### config.mk
export PLATFORM = sky130hd
export DESIGN_NAME = converter_trim_and_swap_regs
export DESIGN_NICKNAME = d
export VERILOG_FILES = /design/src/logic/trim_swap_pkg.sv /design/src/logic/converter_trim_and_swap_regs.sv /design/src/logic/config_reg.sv /design/src/logic/cycle_timer.sv
export SDC_FILE = /design/constraint.sdc
export NUM_CORES = 1
export LEC_CHECK = 0
export BUFFER_PORTS_ARGS = -buffer_cell sky130_fd_sc_hd__buf_4
export CAP_MARGIN = 20
export CORE_MARGIN = 2
export CORE_UTILIZATION = 28
export DETAILED_ROUTE_END_ITERATION = 10
export HOLD_SLACK_MARGIN = 0.15
export PLACE_DENSITY = 0.6
export SYNTH_ARGS = -nofsm -noshare
export SYNTH_HDL_FRONTEND = slang
export SYNTH_SLANG_ARGS = --single-unit
### constraint.sdc
create_clock -name clk -period 5.4 [get_ports clk]
set_input_delay 1.08 -clock clk [delete_from_list [all_inputs] [get_ports clk]]
set_output_delay 1.08 -clock clk [all_outputs]
set_load 0.1 [all_outputs]
### src/logic/trim_swap_pkg.sv
// Purpose: Constants and types for the converter trim and swap bank
// Assumes: Registers reached over classic Wishbone, 32-bit data
// Notes:   Printed offsets are word indexes; byte address is index * 4
//
// What this block does
// - Eight-bit read/write gain trim shared by all converter cores.
// - Four-bit reference trim in low bits; upper four bits reserved.
// - Trim registers load their fuse value at reset; software may overwrite.
// - Four independent eight-bit termination trims, one per input channel.
// - Swap overlap lasts four plus twice the overlap setting clock cycles.
// - Overlap field bits 4:0, range 0 to 31, resets to 8.
// - Steering select change is delayed by the steer setting during swaps.
// - Steer field bits 4:0, range 0 to 31, resets to 7.
// - Dither register bit 0 enables dither, bit 1 picks large amplitude.
package trim_swap_pkg;

  // ----------------------------------------
  // Register map
  // ----------------------------------------
  localparam int NUM_REGS     = 9;
  localparam int SLOT_GAIN    = 0;
  localparam int SLOT_REF     = 1;
  localparam int SLOT_TERM    = 2;
  localparam int SLOT_OVERLAP = 6;
  localparam int SLOT_STEER   = 7;
  localparam int SLOT_DITHER  = 8;
  localparam logic [NUM_REGS-1:0][9:0] REG_INDEX = {
    10'h09D, 10'h09B, 10'h09A, 10'h081, 10'h080,
    10'h07F, 10'h07E, 10'h07C, 10'h07A};
  localparam logic [9:0]  STATUS_INDEX = 10'h09F;

  // ----------------------------------------
  // Reset values and fields
  // ----------------------------------------
  localparam logic [7:0]  RST_OVERLAP      = 8'h08;
  localparam logic [7:0]  RST_STEER        = 8'h07;
  localparam logic [7:0]  RST_DITHER       = 8'h00;
  localparam int          FIELD_MSB        = 4;
  localparam int          REF_MSB          = 3;
  localparam int          DITHER_ON_BIT    = 0;
  localparam int          DITHER_AMP_BIT   = 1;
  localparam int          DITHER_ROUND_BIT = 2;
  localparam logic [6:0]  OVERLAP_BASE     = 7'h04;

  // ----------------------------------------
  // Types
  // ----------------------------------------
  typedef struct packed {
    logic        cyc;
    logic        stb;
    logic        we;
    logic [3:0]  sel;
    logic [11:0] adr;
    logic [31:0] dat;
  } wb_req_type;

  typedef struct packed {
    logic [3:0][7:0] term;
    logic [7:0]      ref_adj;
    logic [7:0]      gain;
  } fuse_type;

  typedef struct packed {
    logic [3:0][7:0] term;
    logic [3:0]      ref_adj;
    logic [7:0]      gain;
    logic            dither_on;
    logic            dither_amplitude_select;
    logic            dither_rounding_select;
  } trim_type;

  typedef struct packed {
    logic busy;
    logic dual_sample;
    logic steer_select;
  } swap_type;

  typedef enum logic [1:0] {
    SWAP_IDLE    = 2'b01,
    SWAP_OVERLAP = 2'b10
  } swap_state_type;

endpackage

### src/logic/converter_trim_and_swap_regs.sv
// Purpose: Trim and swap timing register bank with swap sequencer
// Assumes: Converter clock is clk; host obeys the write restrictions
// Notes:   One wait state on every Wishbone access, reads included
//
// The Wishbone slave port is this design's own decision.
`timescale 1ns/1ns
module converter_trim_and_swap_regs (
  input  logic                    clk,
  input  logic                    rst,
  input  trim_swap_pkg::wb_req_type wb_req,
  output logic                    wb_ack,
  output logic [31:0]             wb_dat_o,
  input  trim_swap_pkg::fuse_type fuse,
  input  logic                    swap_start,
  input  logic                    swap_target,
  output trim_swap_pkg::trim_type trim,
  output trim_swap_pkg::swap_type swap_out
);
  import trim_swap_pkg::*;

  // ----------------------------------------
  // Declarations
  // ----------------------------------------
  logic [NUM_REGS-1:0][7:0] reg_value;
  logic [NUM_REGS-1:0][7:0] reg_reset;
  logic [NUM_REGS-1:0]      reg_write;
  logic [9:0]               index;
  logic                     request;
  logic                     write_now;
  logic                     next_ack;
  logic [31:0]              next_dat;
  swap_state_type           state;
  swap_state_type           next_state;
  logic [6:0]               overlap_len;
  logic [4:0]               steer_len;
  logic                     accept;
  logic                     ovl_busy;
  logic                     ovl_done;
  logic                     steer_busy;
  logic                     steer_done;
  logic                     pending;
  logic                     next_pending;
  logic                     select;
  logic                     next_select;
  logic                     swap_busy;
  logic [6:0]               dual_cnt;
  logic [6:0]               len_cap;

  // ----------------------------------------
  // Wishbone slave
  // ----------------------------------------
  // Word index from byte address
  assign index     = wb_req.adr[11:2];
  assign request   = wb_req.cyc & wb_req.stb;
  // Write lands on the edge where the master sees ack
  assign write_now = request & wb_req.we & wb_ack & wb_req.sel[0];

  // Read mux; unmapped words answer zero
  always_comb begin
    next_ack = request & ~wb_ack;
    next_dat = wb_dat_o;
    if (next_ack) begin
      next_dat = 32'h0000_0000;
      for (int i = 0; i < NUM_REGS; i++) begin
        if (index == REG_INDEX[i]) begin
          next_dat = {24'h00_0000, reg_value[i]};
        end
      end
      if (index == STATUS_INDEX) begin
        next_dat = {29'h0000_0000, select, state == SWAP_OVERLAP, swap_busy};
      end
    end
  end

  // Ack drops after one cycle so a held request is not answered twice
  always_ff @(posedge clk) begin
    if (rst) begin
      wb_ack   <= 1'b0;
      wb_dat_o <= 32'h0000_0000;
    end else begin
      wb_ack   <= next_ack;
      wb_dat_o <= next_dat;
    end
  end

  // ----------------------------------------
  // Register storage
  // ----------------------------------------
  // Trims reload from fuse, swap and dither from constants; the reference
  // reserved nibble resets to zero whatever the fuse word holds
  assign reg_reset = {RST_DITHER, RST_STEER, RST_OVERLAP,
                      fuse.term, 4'h0, fuse.ref_adj[REF_MSB:0], fuse.gain};

  // Decode per slot; only byte lane 0 carries data
  always_comb begin
    for (int i = 0; i < NUM_REGS; i++) begin
      reg_write[i] = write_now && (index == REG_INDEX[i]);
    end
  end

  // Full byte kept, so reserved bits read back as written
  for (genvar g = 0; g < NUM_REGS; g++) begin : gen_reg
    config_reg #(
      .WIDTH (8)
    ) u_reg (
      .clk         (clk),
      .rst         (rst),
      .reset_value (reg_reset[g]),
      .write       (reg_write[g]),
      .write_data  (wb_req.dat[7:0]),
      .value       (reg_value[g])
    );
  end

  // ----------------------------------------
  // Analog trim outputs
  // ----------------------------------------
  // Gain trim drives all cores as one
  assign trim.gain    = reg_value[SLOT_GAIN];
  assign trim.ref_adj = reg_value[SLOT_REF][REF_MSB:0];
  assign trim.term    = reg_value[SLOT_TERM+3:SLOT_TERM];
  // Dither controls straight off the register
  assign trim.dither_on               = reg_value[SLOT_DITHER][DITHER_ON_BIT];
  assign trim.dither_amplitude_select = reg_value[SLOT_DITHER][DITHER_AMP_BIT];
  assign trim.dither_rounding_select  = reg_value[SLOT_DITHER][DITHER_ROUND_BIT];

  // ----------------------------------------
  // Swap timing
  // ----------------------------------------
  // Overlap of 4 + 2N cycles; widened to avoid wrap at N = 31
  assign overlap_len = OVERLAP_BASE + {1'b0, reg_value[SLOT_OVERLAP][FIELD_MSB:0], 1'b0};
  assign steer_len   = reg_value[SLOT_STEER][FIELD_MSB:0];
  // A start during a swap is dropped; lengths latch at start,
  // so a late write cannot tear a running swap
  assign accept      = swap_start & ~swap_busy;
  assign swap_busy   = (state == SWAP_OVERLAP) | steer_busy;

  cycle_timer #(
    .WIDTH (7)
  ) u_overlap (
    .clk    (clk),
    .rst    (rst),
    .start  (accept),
    .length (overlap_len),
    .busy   (ovl_busy),
    .done   (ovl_done)
  );

  cycle_timer #(
    .WIDTH (5)
  ) u_steer (
    .clk    (clk),
    .rst    (rst),
    .start  (accept),
    .length (steer_len),
    .busy   (steer_busy),
    .done   (steer_done)
  );

  // Both cores sample together while in overlap
  always_comb begin
    next_state = state;
    case (state)
      SWAP_IDLE: begin
        if (accept) begin
          next_state = SWAP_OVERLAP;
        end
      end
      SWAP_OVERLAP: begin
        if (ovl_done) begin
          next_state = SWAP_IDLE;
        end
      end
      default: begin
        next_state = SWAP_IDLE;
      end
    endcase
  end

  // Select moves only after the steer delay during a swap
  always_comb begin
    next_pending = pending;
    next_select  = select;
    if (accept) begin
      next_pending = swap_target;
      if (steer_len == 5'h00) begin
        next_select = swap_target;
      end
    end else if (steer_done) begin
      next_select = pending;
    end else if (!swap_busy) begin
      next_select = swap_target;
    end
  end

  always_ff @(posedge clk) begin
    if (rst) begin
      state   <= SWAP_IDLE;
      pending <= 1'b0;
      select  <= 1'b0;
    end else begin
      state   <= next_state;
      pending <= next_pending;
      select  <= next_select;
    end
  end

  assign swap_out.busy         = swap_busy;
  assign swap_out.dual_sample  = (state == SWAP_OVERLAP);
  assign swap_out.steer_select = select;

  // ----------------------------------------
  // Checks
  // ----------------------------------------
  // Counts overlap cycles for the length check
  always_ff @(posedge clk) begin
    if (rst) begin
      dual_cnt <= 7'h00;
      len_cap  <= 7'h00;
    end else begin
      dual_cnt <= swap_out.dual_sample ? dual_cnt + 7'h01 : 7'h00;
      len_cap  <= accept ? overlap_len : len_cap;
    end
  end

  a_ack_one_wait: assert property (@(posedge clk) disable iff (rst)
    request && !wb_ack |=> wb_ack)
    else $error("ack missing one cycle after request");

  a_ack_single: assert property (@(posedge clk) disable iff (rst)
    wb_ack |=> !wb_ack)
    else $error("ack held beyond one cycle");

  a_fuse_reload: assert property (@(posedge clk)
    $past(rst) |-> trim.gain == $past(fuse.gain) && trim.term == $past(fuse.term))
    else $error("trim did not reload fuse value");

  a_overlap_reset: assert property (@(posedge clk)
    $past(rst) |-> reg_value[SLOT_OVERLAP] == 8'h08)
    else $error("overlap reset value wrong");

  a_steer_reset: assert property (@(posedge clk)
    $past(rst) |-> reg_value[SLOT_STEER] == 8'h07)
    else $error("steer reset value wrong");

  a_gain_write: assert property (@(posedge clk) disable iff (rst)
    reg_write[SLOT_GAIN] |=> trim.gain == $past(wb_req.dat[7:0]))
    else $error("gain write lost");

  a_ref_write: assert property (@(posedge clk) disable iff (rst)
    reg_write[SLOT_REF] |=> trim.ref_adj == $past(wb_req.dat[3:0])
      && reg_value[SLOT_REF][7:4] == $past(wb_req.dat[7:4]))
    else $error("reference write lost");

  a_term_write: assert property (@(posedge clk) disable iff (rst)
    reg_write[SLOT_TERM+2] |=> trim.term[2] == $past(wb_req.dat[7:0])
      && $stable(trim.term[1]))
    else $error("termination write crossed channels");

  a_dither_write: assert property (@(posedge clk) disable iff (rst)
    reg_write[SLOT_DITHER] |=> trim.dither_on == $past(wb_req.dat[0])
      && trim.dither_amplitude_select == $past(wb_req.dat[1]))
    else $error("dither controls wrong");

  a_overlap_len: assert property (@(posedge clk) disable iff (rst)
    $fell(swap_out.dual_sample) |-> dual_cnt == len_cap)
    else $error("overlap length not 4 + 2N");

  a_overlap_start: assert property (@(posedge clk) disable iff (rst)
    accept |=> swap_out.dual_sample [*4])
    else $error("overlap shorter than four cycles");

  a_steer_hold: assert property (@(posedge clk) disable iff (rst)
    steer_busy && !steer_done |=> $stable(select))
    else $error("select moved before steer delay");

  a_steer_apply: assert property (@(posedge clk) disable iff (rst)
    steer_done && !accept |=> select == $past(pending))
    else $error("select not applied after steer delay");

  a_ref_reset: assert property (@(posedge clk)
    $past(rst) |-> reg_value[SLOT_REF][7:4] == 4'h0
      && trim.ref_adj == $past(fuse.ref_adj[3:0]))
    else $error("reference reset value wrong");

  a_dither_reset: assert property (@(posedge clk)
    $past(rst) |-> reg_value[SLOT_DITHER] == 8'h00)
    else $error("dither reset value wrong");

  a_lane_masked: assert property (@(posedge clk) disable iff (rst)
    request && wb_req.we && wb_ack && !wb_req.sel[0] |=> $stable(reg_value))
    else $error("write with lane zero disabled was stored");

  a_read_gain: assert property (@(posedge clk) disable iff (rst)
    request && !wb_req.we && !wb_ack && index == REG_INDEX[SLOT_GAIN]
      |=> wb_dat_o == {24'h00_0000, $past(reg_value[SLOT_GAIN])})
    else $error("gain read data wrong");

  a_busy_start: assert property (@(posedge clk) disable iff (rst)
    accept |=> swap_out.busy [*4])
    else $error("busy dropped inside the overlap");

  a_steer_zero: assert property (@(posedge clk) disable iff (rst)
    accept && steer_len == 5'h00 |=> select == $past(swap_target))
    else $error("select not moved at once for zero delay");

endmodule

### src/logic/config_reg.sv
// Purpose: One software register that reloads a given value at reset
// Assumes: Synchronous active high reset
// Notes:   Reset value may be a live fuse input, sampled on the clock
`timescale 1ns/1ns
module config_reg #(
  parameter int WIDTH = 8
) (
  input  logic             clk,
  input  logic             rst,
  input  logic [WIDTH-1:0] reset_value,
  input  logic             write,
  input  logic [WIDTH-1:0] write_data,
  output logic [WIDTH-1:0] value
);

  logic [WIDTH-1:0] next_value;

  // Full width stored, reserved bits included
  always_comb begin
    next_value = value;
    if (write) begin
      next_value = write_data;
    end
  end

  // Sync reset, so taking the fuse port here is a clocked capture
  always_ff @(posedge clk) begin
    if (rst) begin
      value <= reset_value;
    end else begin
      value <= next_value;
    end
  end

endmodule

### src/logic/cycle_timer.sv
// Purpose: Down counter that stays busy for a given number of cycles
// Assumes: Length is latched at start; later changes do not disturb it
// Notes:   Zero length gives done in the start cycle and no busy
`timescale 1ns/1ns
module cycle_timer #(
  parameter int WIDTH = 7
) (
  input  logic             clk,
  input  logic             rst,
  input  logic             start,
  input  logic [WIDTH-1:0] length,
  output logic             busy,
  output logic             done
);

  logic [WIDTH-1:0] count;
  logic [WIDTH-1:0] next_count;

  // Busy while counting, done on the last busy cycle
  assign busy = (count != '0);
  assign done = (busy && count == WIDTH'(1)) || (start && length == '0);

  always_comb begin
    next_count = count;
    if (start) begin
      next_count = length;
    end else if (busy) begin
      next_count = count - WIDTH'(1);
    end
  end

  always_ff @(posedge clk) begin
    if (rst) begin
      count <= '0;
    end else begin
      count <= next_count;
    end
  end

endmodule

==> impl_metrics.csv <==
group,metric,value,unit
cells_and_area,fillers,1873,
cells_and_area,seqCellArea,2380,um2
worst_setup_path,cp.arrival,3.56,ns
global_routing,grt_pass1_wl,24.5,mm
timing,period_share,61.9,%
floorplanning,core_area,18100,um2
global_routing,antenna_found_initial,0,
synth,synth-warning-count,0,
global_routing,grt_overflow,0,
floorplanning,pin_count,186,
cts,cts_hold_buf,0,
worst_setup_path,r2r_slack,3.09,ns
detailed_routing,drtIter0Drc,273,
timing,rsz0062_at_grt,"false",
cells_and_area,final_layout_size_suffix_gt1_share,25.1,%
floorplanning,rows,49,
worst_setup_path,crit_required,5.62,ns
min_path,worst_hold_path_type,"flop to flop",
global_routing,first_global_vias,4382,
detailed_routing,routed_wl,16.1,mm
cts,cts_resized,0,
synth,postSynthAreaPerCell,9.13,um2
timing,hold_viol_final,0,
cells_and_area,antenna_cells,0,
detailed_routing,maxUsedRoutingLayer,"met4",
synth,synth_area_leaders,"edfxtp_1, dfxtp_1, nand2_1, mux2i_1, buf_4",
worst_setup_path,timing.rr.start,"u_steer.count[0]$_SDFFE_PP0P_",
timing,max-slew-margin-rel,39.7,%
timing,final.setup.tns,0,ns
place,place.gp.congestion,0.832,
detailed_routing,vias_per_cell,4.96,
worst_setup_path,endpoint,"gen_reg[8].u_reg.value[3]$_SDFFE_PP0P_",
cts,clk_latency,0.36,ns
worst_setup_path,crit_slowest_cell,"nor2b_1",
synth,synth_cells,572,
worst_setup_path,worst_setup_path_start_kind,"input port",
cts,cts_setup_buffers,0,
worst_setup_path,path_max_fanout,10,
worst_setup_path,path_depth,6,
detailed_routing,ant_nets,0,
worst_setup_path,critPathCaptureType,"flop",
worst_setup_path,startpoint,"wb_req[40]",
cts,cts_root_buf,"clkbuf_16",
detailed_routing,met2WireLength,7.68,mm
place,detailedPlacementHpwl,12.2,mm
worst_setup_path,crit_family,"simple AND/OR/NAND/NOR gates",
synth,synth_common_cells,"nand2_1, dfxtp_1, nor2_1, edfxtp_1, mux2i_1",
worst_setup_path,path_cells,"buf_4 -> nand4bb_1 -> nor3_1 -> nor2b_1 -> mux2i_1 -> nor2_1",
cts,cts_inserted_buffers,9,
floorplanning,die_w,141,um
synth,netlist_area,5220,um2
detailed_routing,wl_met1,6.80,mm
worst_setup_path,crit_type,"input port to flop",
pwr,vdd_drop_max,0.166,mV
synth,yosysTopAreaCell,"edfxtp_1",
timing,layout_min_cycle_time,3.34,ns
detailed_routing,wl_per_cell,17.6,um
cells_and_area,area_growth,25.1,%
pwr,p_leak,0.00276,uW
synth,synth_edf_count,44,
cts,tritoncts_num_sinks,97,
cts,cts_tree,"built",
timing,setup_viol,0,
place,io_buffers,128,
synth,synth_cell_types,72,
floorplanning,die_h,141,um
pwr,powerDensity,392,nW/um2
synth,synthFlopType,"dfxtp_1",
timing,max_freq,299,MHz
detailed_routing,drt-pass1-iter-count,5,
cts,h-tree-depth,3,
timing,final-max-slew-violation-count,0,
worst_setup_path,r2r-end,"select$_SDFFE_PP0P_",
timing,worstMarginPinSlew,0.903,ns
cells_and_area,finalNetCount,785,
cts,clkTransAtPathRegs,0.07,ns
floorplanning,die-area,19800,um2
cts,clockBufferDepth,2,
synth,synth_top_area_share,25.3,%
outcome,status,"completed",
global_routing,grt_max_degree,58,
floorplanning,start_util,28.8,%
detailed_routing,drc_errors,0,
worst_setup_path,crit_buf_inv,1,
global_routing,grtUsageTotal,16.2,%
detailed_routing,via_count,4511,
cells_and_area,multiInputGateArea,2500,um2
run,cap_violations,0,
detailed_routing,wl_met3,1.14,mm
timing,hold_ws,0.467,ns
synth,synth_most_common_cell,"nand2_1",
timing,clock-skew-final,0.00791,ns
synth,ys_ff_latch,97,
worst_setup_path,rr_worst_depth,7,
synth,ys_seq_area_share,45.6,%
worst_setup_path,critical-path-max-stage-delay,0.80,ns
synth,synthArstFlopShare,0,%
-- worst min-delay path, stage by stage, from the launching register on --
cell     delay (ns)
dfxtp_1        0.31
nand2_1        0.05
a21oi_1        0.06
-- logic make-up after synthesis --
group                    Yosys count  synth area share [%]
AO/OA/AOI/OAI                     95                  12.8
XOR/XNOR                           7                  1.17
adder cells (fa/ha/maj)            6                  1.44
buffers and inverters             74                  8.22
flip-flops                        97                  45.6
multiplexers                      39                  7.52
other                              1                0.0718
AND/OR/NAND/NOR                  253                  23.2
-- cells in the final DEF (no fill, tap or decap), types with 2 or more instances in the layout --
cell	synthesis	routed
a22o_1	3	3
nand4bb_1	2	2
and2_1	4	4
inv_6	0	2
nand2b_1	2	2
and4b_1	2	2
dfxtp_1	53	53
o2bb2ai_1	2	2
conb_1	1	24
ha_1	6	6
o22ai_1	2	2
o21ai_0	18	18
a31oi_1	3	3
inv_1	11	11
nand4_1	5	5
a21oi_1	23	23
or4_1	2	2
mux2i_1	37	37
a211oi_1	5	5
nand3_1	19	19
buf_4	36	132
a311oi_1	4	4
o32ai_1	2	2
mux2_2	2	2
and3_1	3	3
a2bb2oi_1	4	4
nand2_1	134	134
nor2b_1	3	3
nor2_1	48	48
edfxtp_1	44	44
a221oi_1	5	5
and4bb_2	3	3
o31ai_1	3	3
o311ai_0	5	5
or2_2	3	3
xnor2_1	6	6
nor3_1	8	8
nor3b_2	2	2
clkbuf_16	0	11
-- stage by stage --
step           instance area (um2)  instances  total power, uW  utilization, %  setup WS (ns)
5_1_grt                       6530        910             2680            36.0           1.87
2_1_floorplan                 5310        595             1700               -           2.52
3_5_place_dp                  6200        894             1870            34.2           1.73
6_report                      6530        910             2560            36.0           2.06
4_1_cts                       6530        910             2580            36.0           2.09
3_3_place_gp                  6200        894             1860            34.2           1.75
-- worst min-delay path by stage --
stage                                    start                    to  slack [ns]  cells after the start
final                     pending$_SDFFE_PP0P_  pending$_SDFFE_PP0P_        0.47                      2
after global routing      pending$_SDFFE_PP0P_  pending$_SDFFE_PP0P_        0.50                      2
after CTS                 pending$_SDFFE_PP0P_  pending$_SDFFE_PP0P_        0.47                      2
after detailed placement  pending$_SDFFE_PP0P_  pending$_SDFFE_PP0P_        0.45                      2
after global placement    pending$_SDFFE_PP0P_  pending$_SDFFE_PP0P_        0.45                      2
after floorplan           pending$_SDFFE_PP0P_  pending$_SDFFE_PP0P_        0.44                      2
-- power by group --
| part | switching (uW) | internal (uW) | leakage [uW] |
|---|---|---|---|
| logic | 658 | 270 | 0.00174 |
| registers | 71.8 | 852 | 0.000859 |
| clock network | 288 | 418 | 0.000164 |
-- sequential cells by signal, indices dropped and copies added, names as in the netlist --
name and count:
pending 1, u_overlap.count 7, wb_ack 1, select 1, wb_dat_o 8, gen.u_reg.value 72, u_steer.count 5, state 2
-- final cells by class --
type | count | share of cell area [%]
Inverter | 12 | 0.689
Clock buffer | 12 | 4.27
Sequential cell | 97 | 36.5
Tap cell | 229 | 4.39
Clock inverter | 4 | 0.804
Timing Repair Buffer | 132 | 15.2
Multi-Input combinational cell | 424 | 38.2
-- metal layers --
layer | track usage (%) | up-vias
met4 | 6.32 | 0
li1 | - | 2176
met2 | 26.7 | 171
met1 | 20.3 | 2132
met3 | 4.35 | 32
met5 | 0 | -
(Power assumes the default switching activity.)
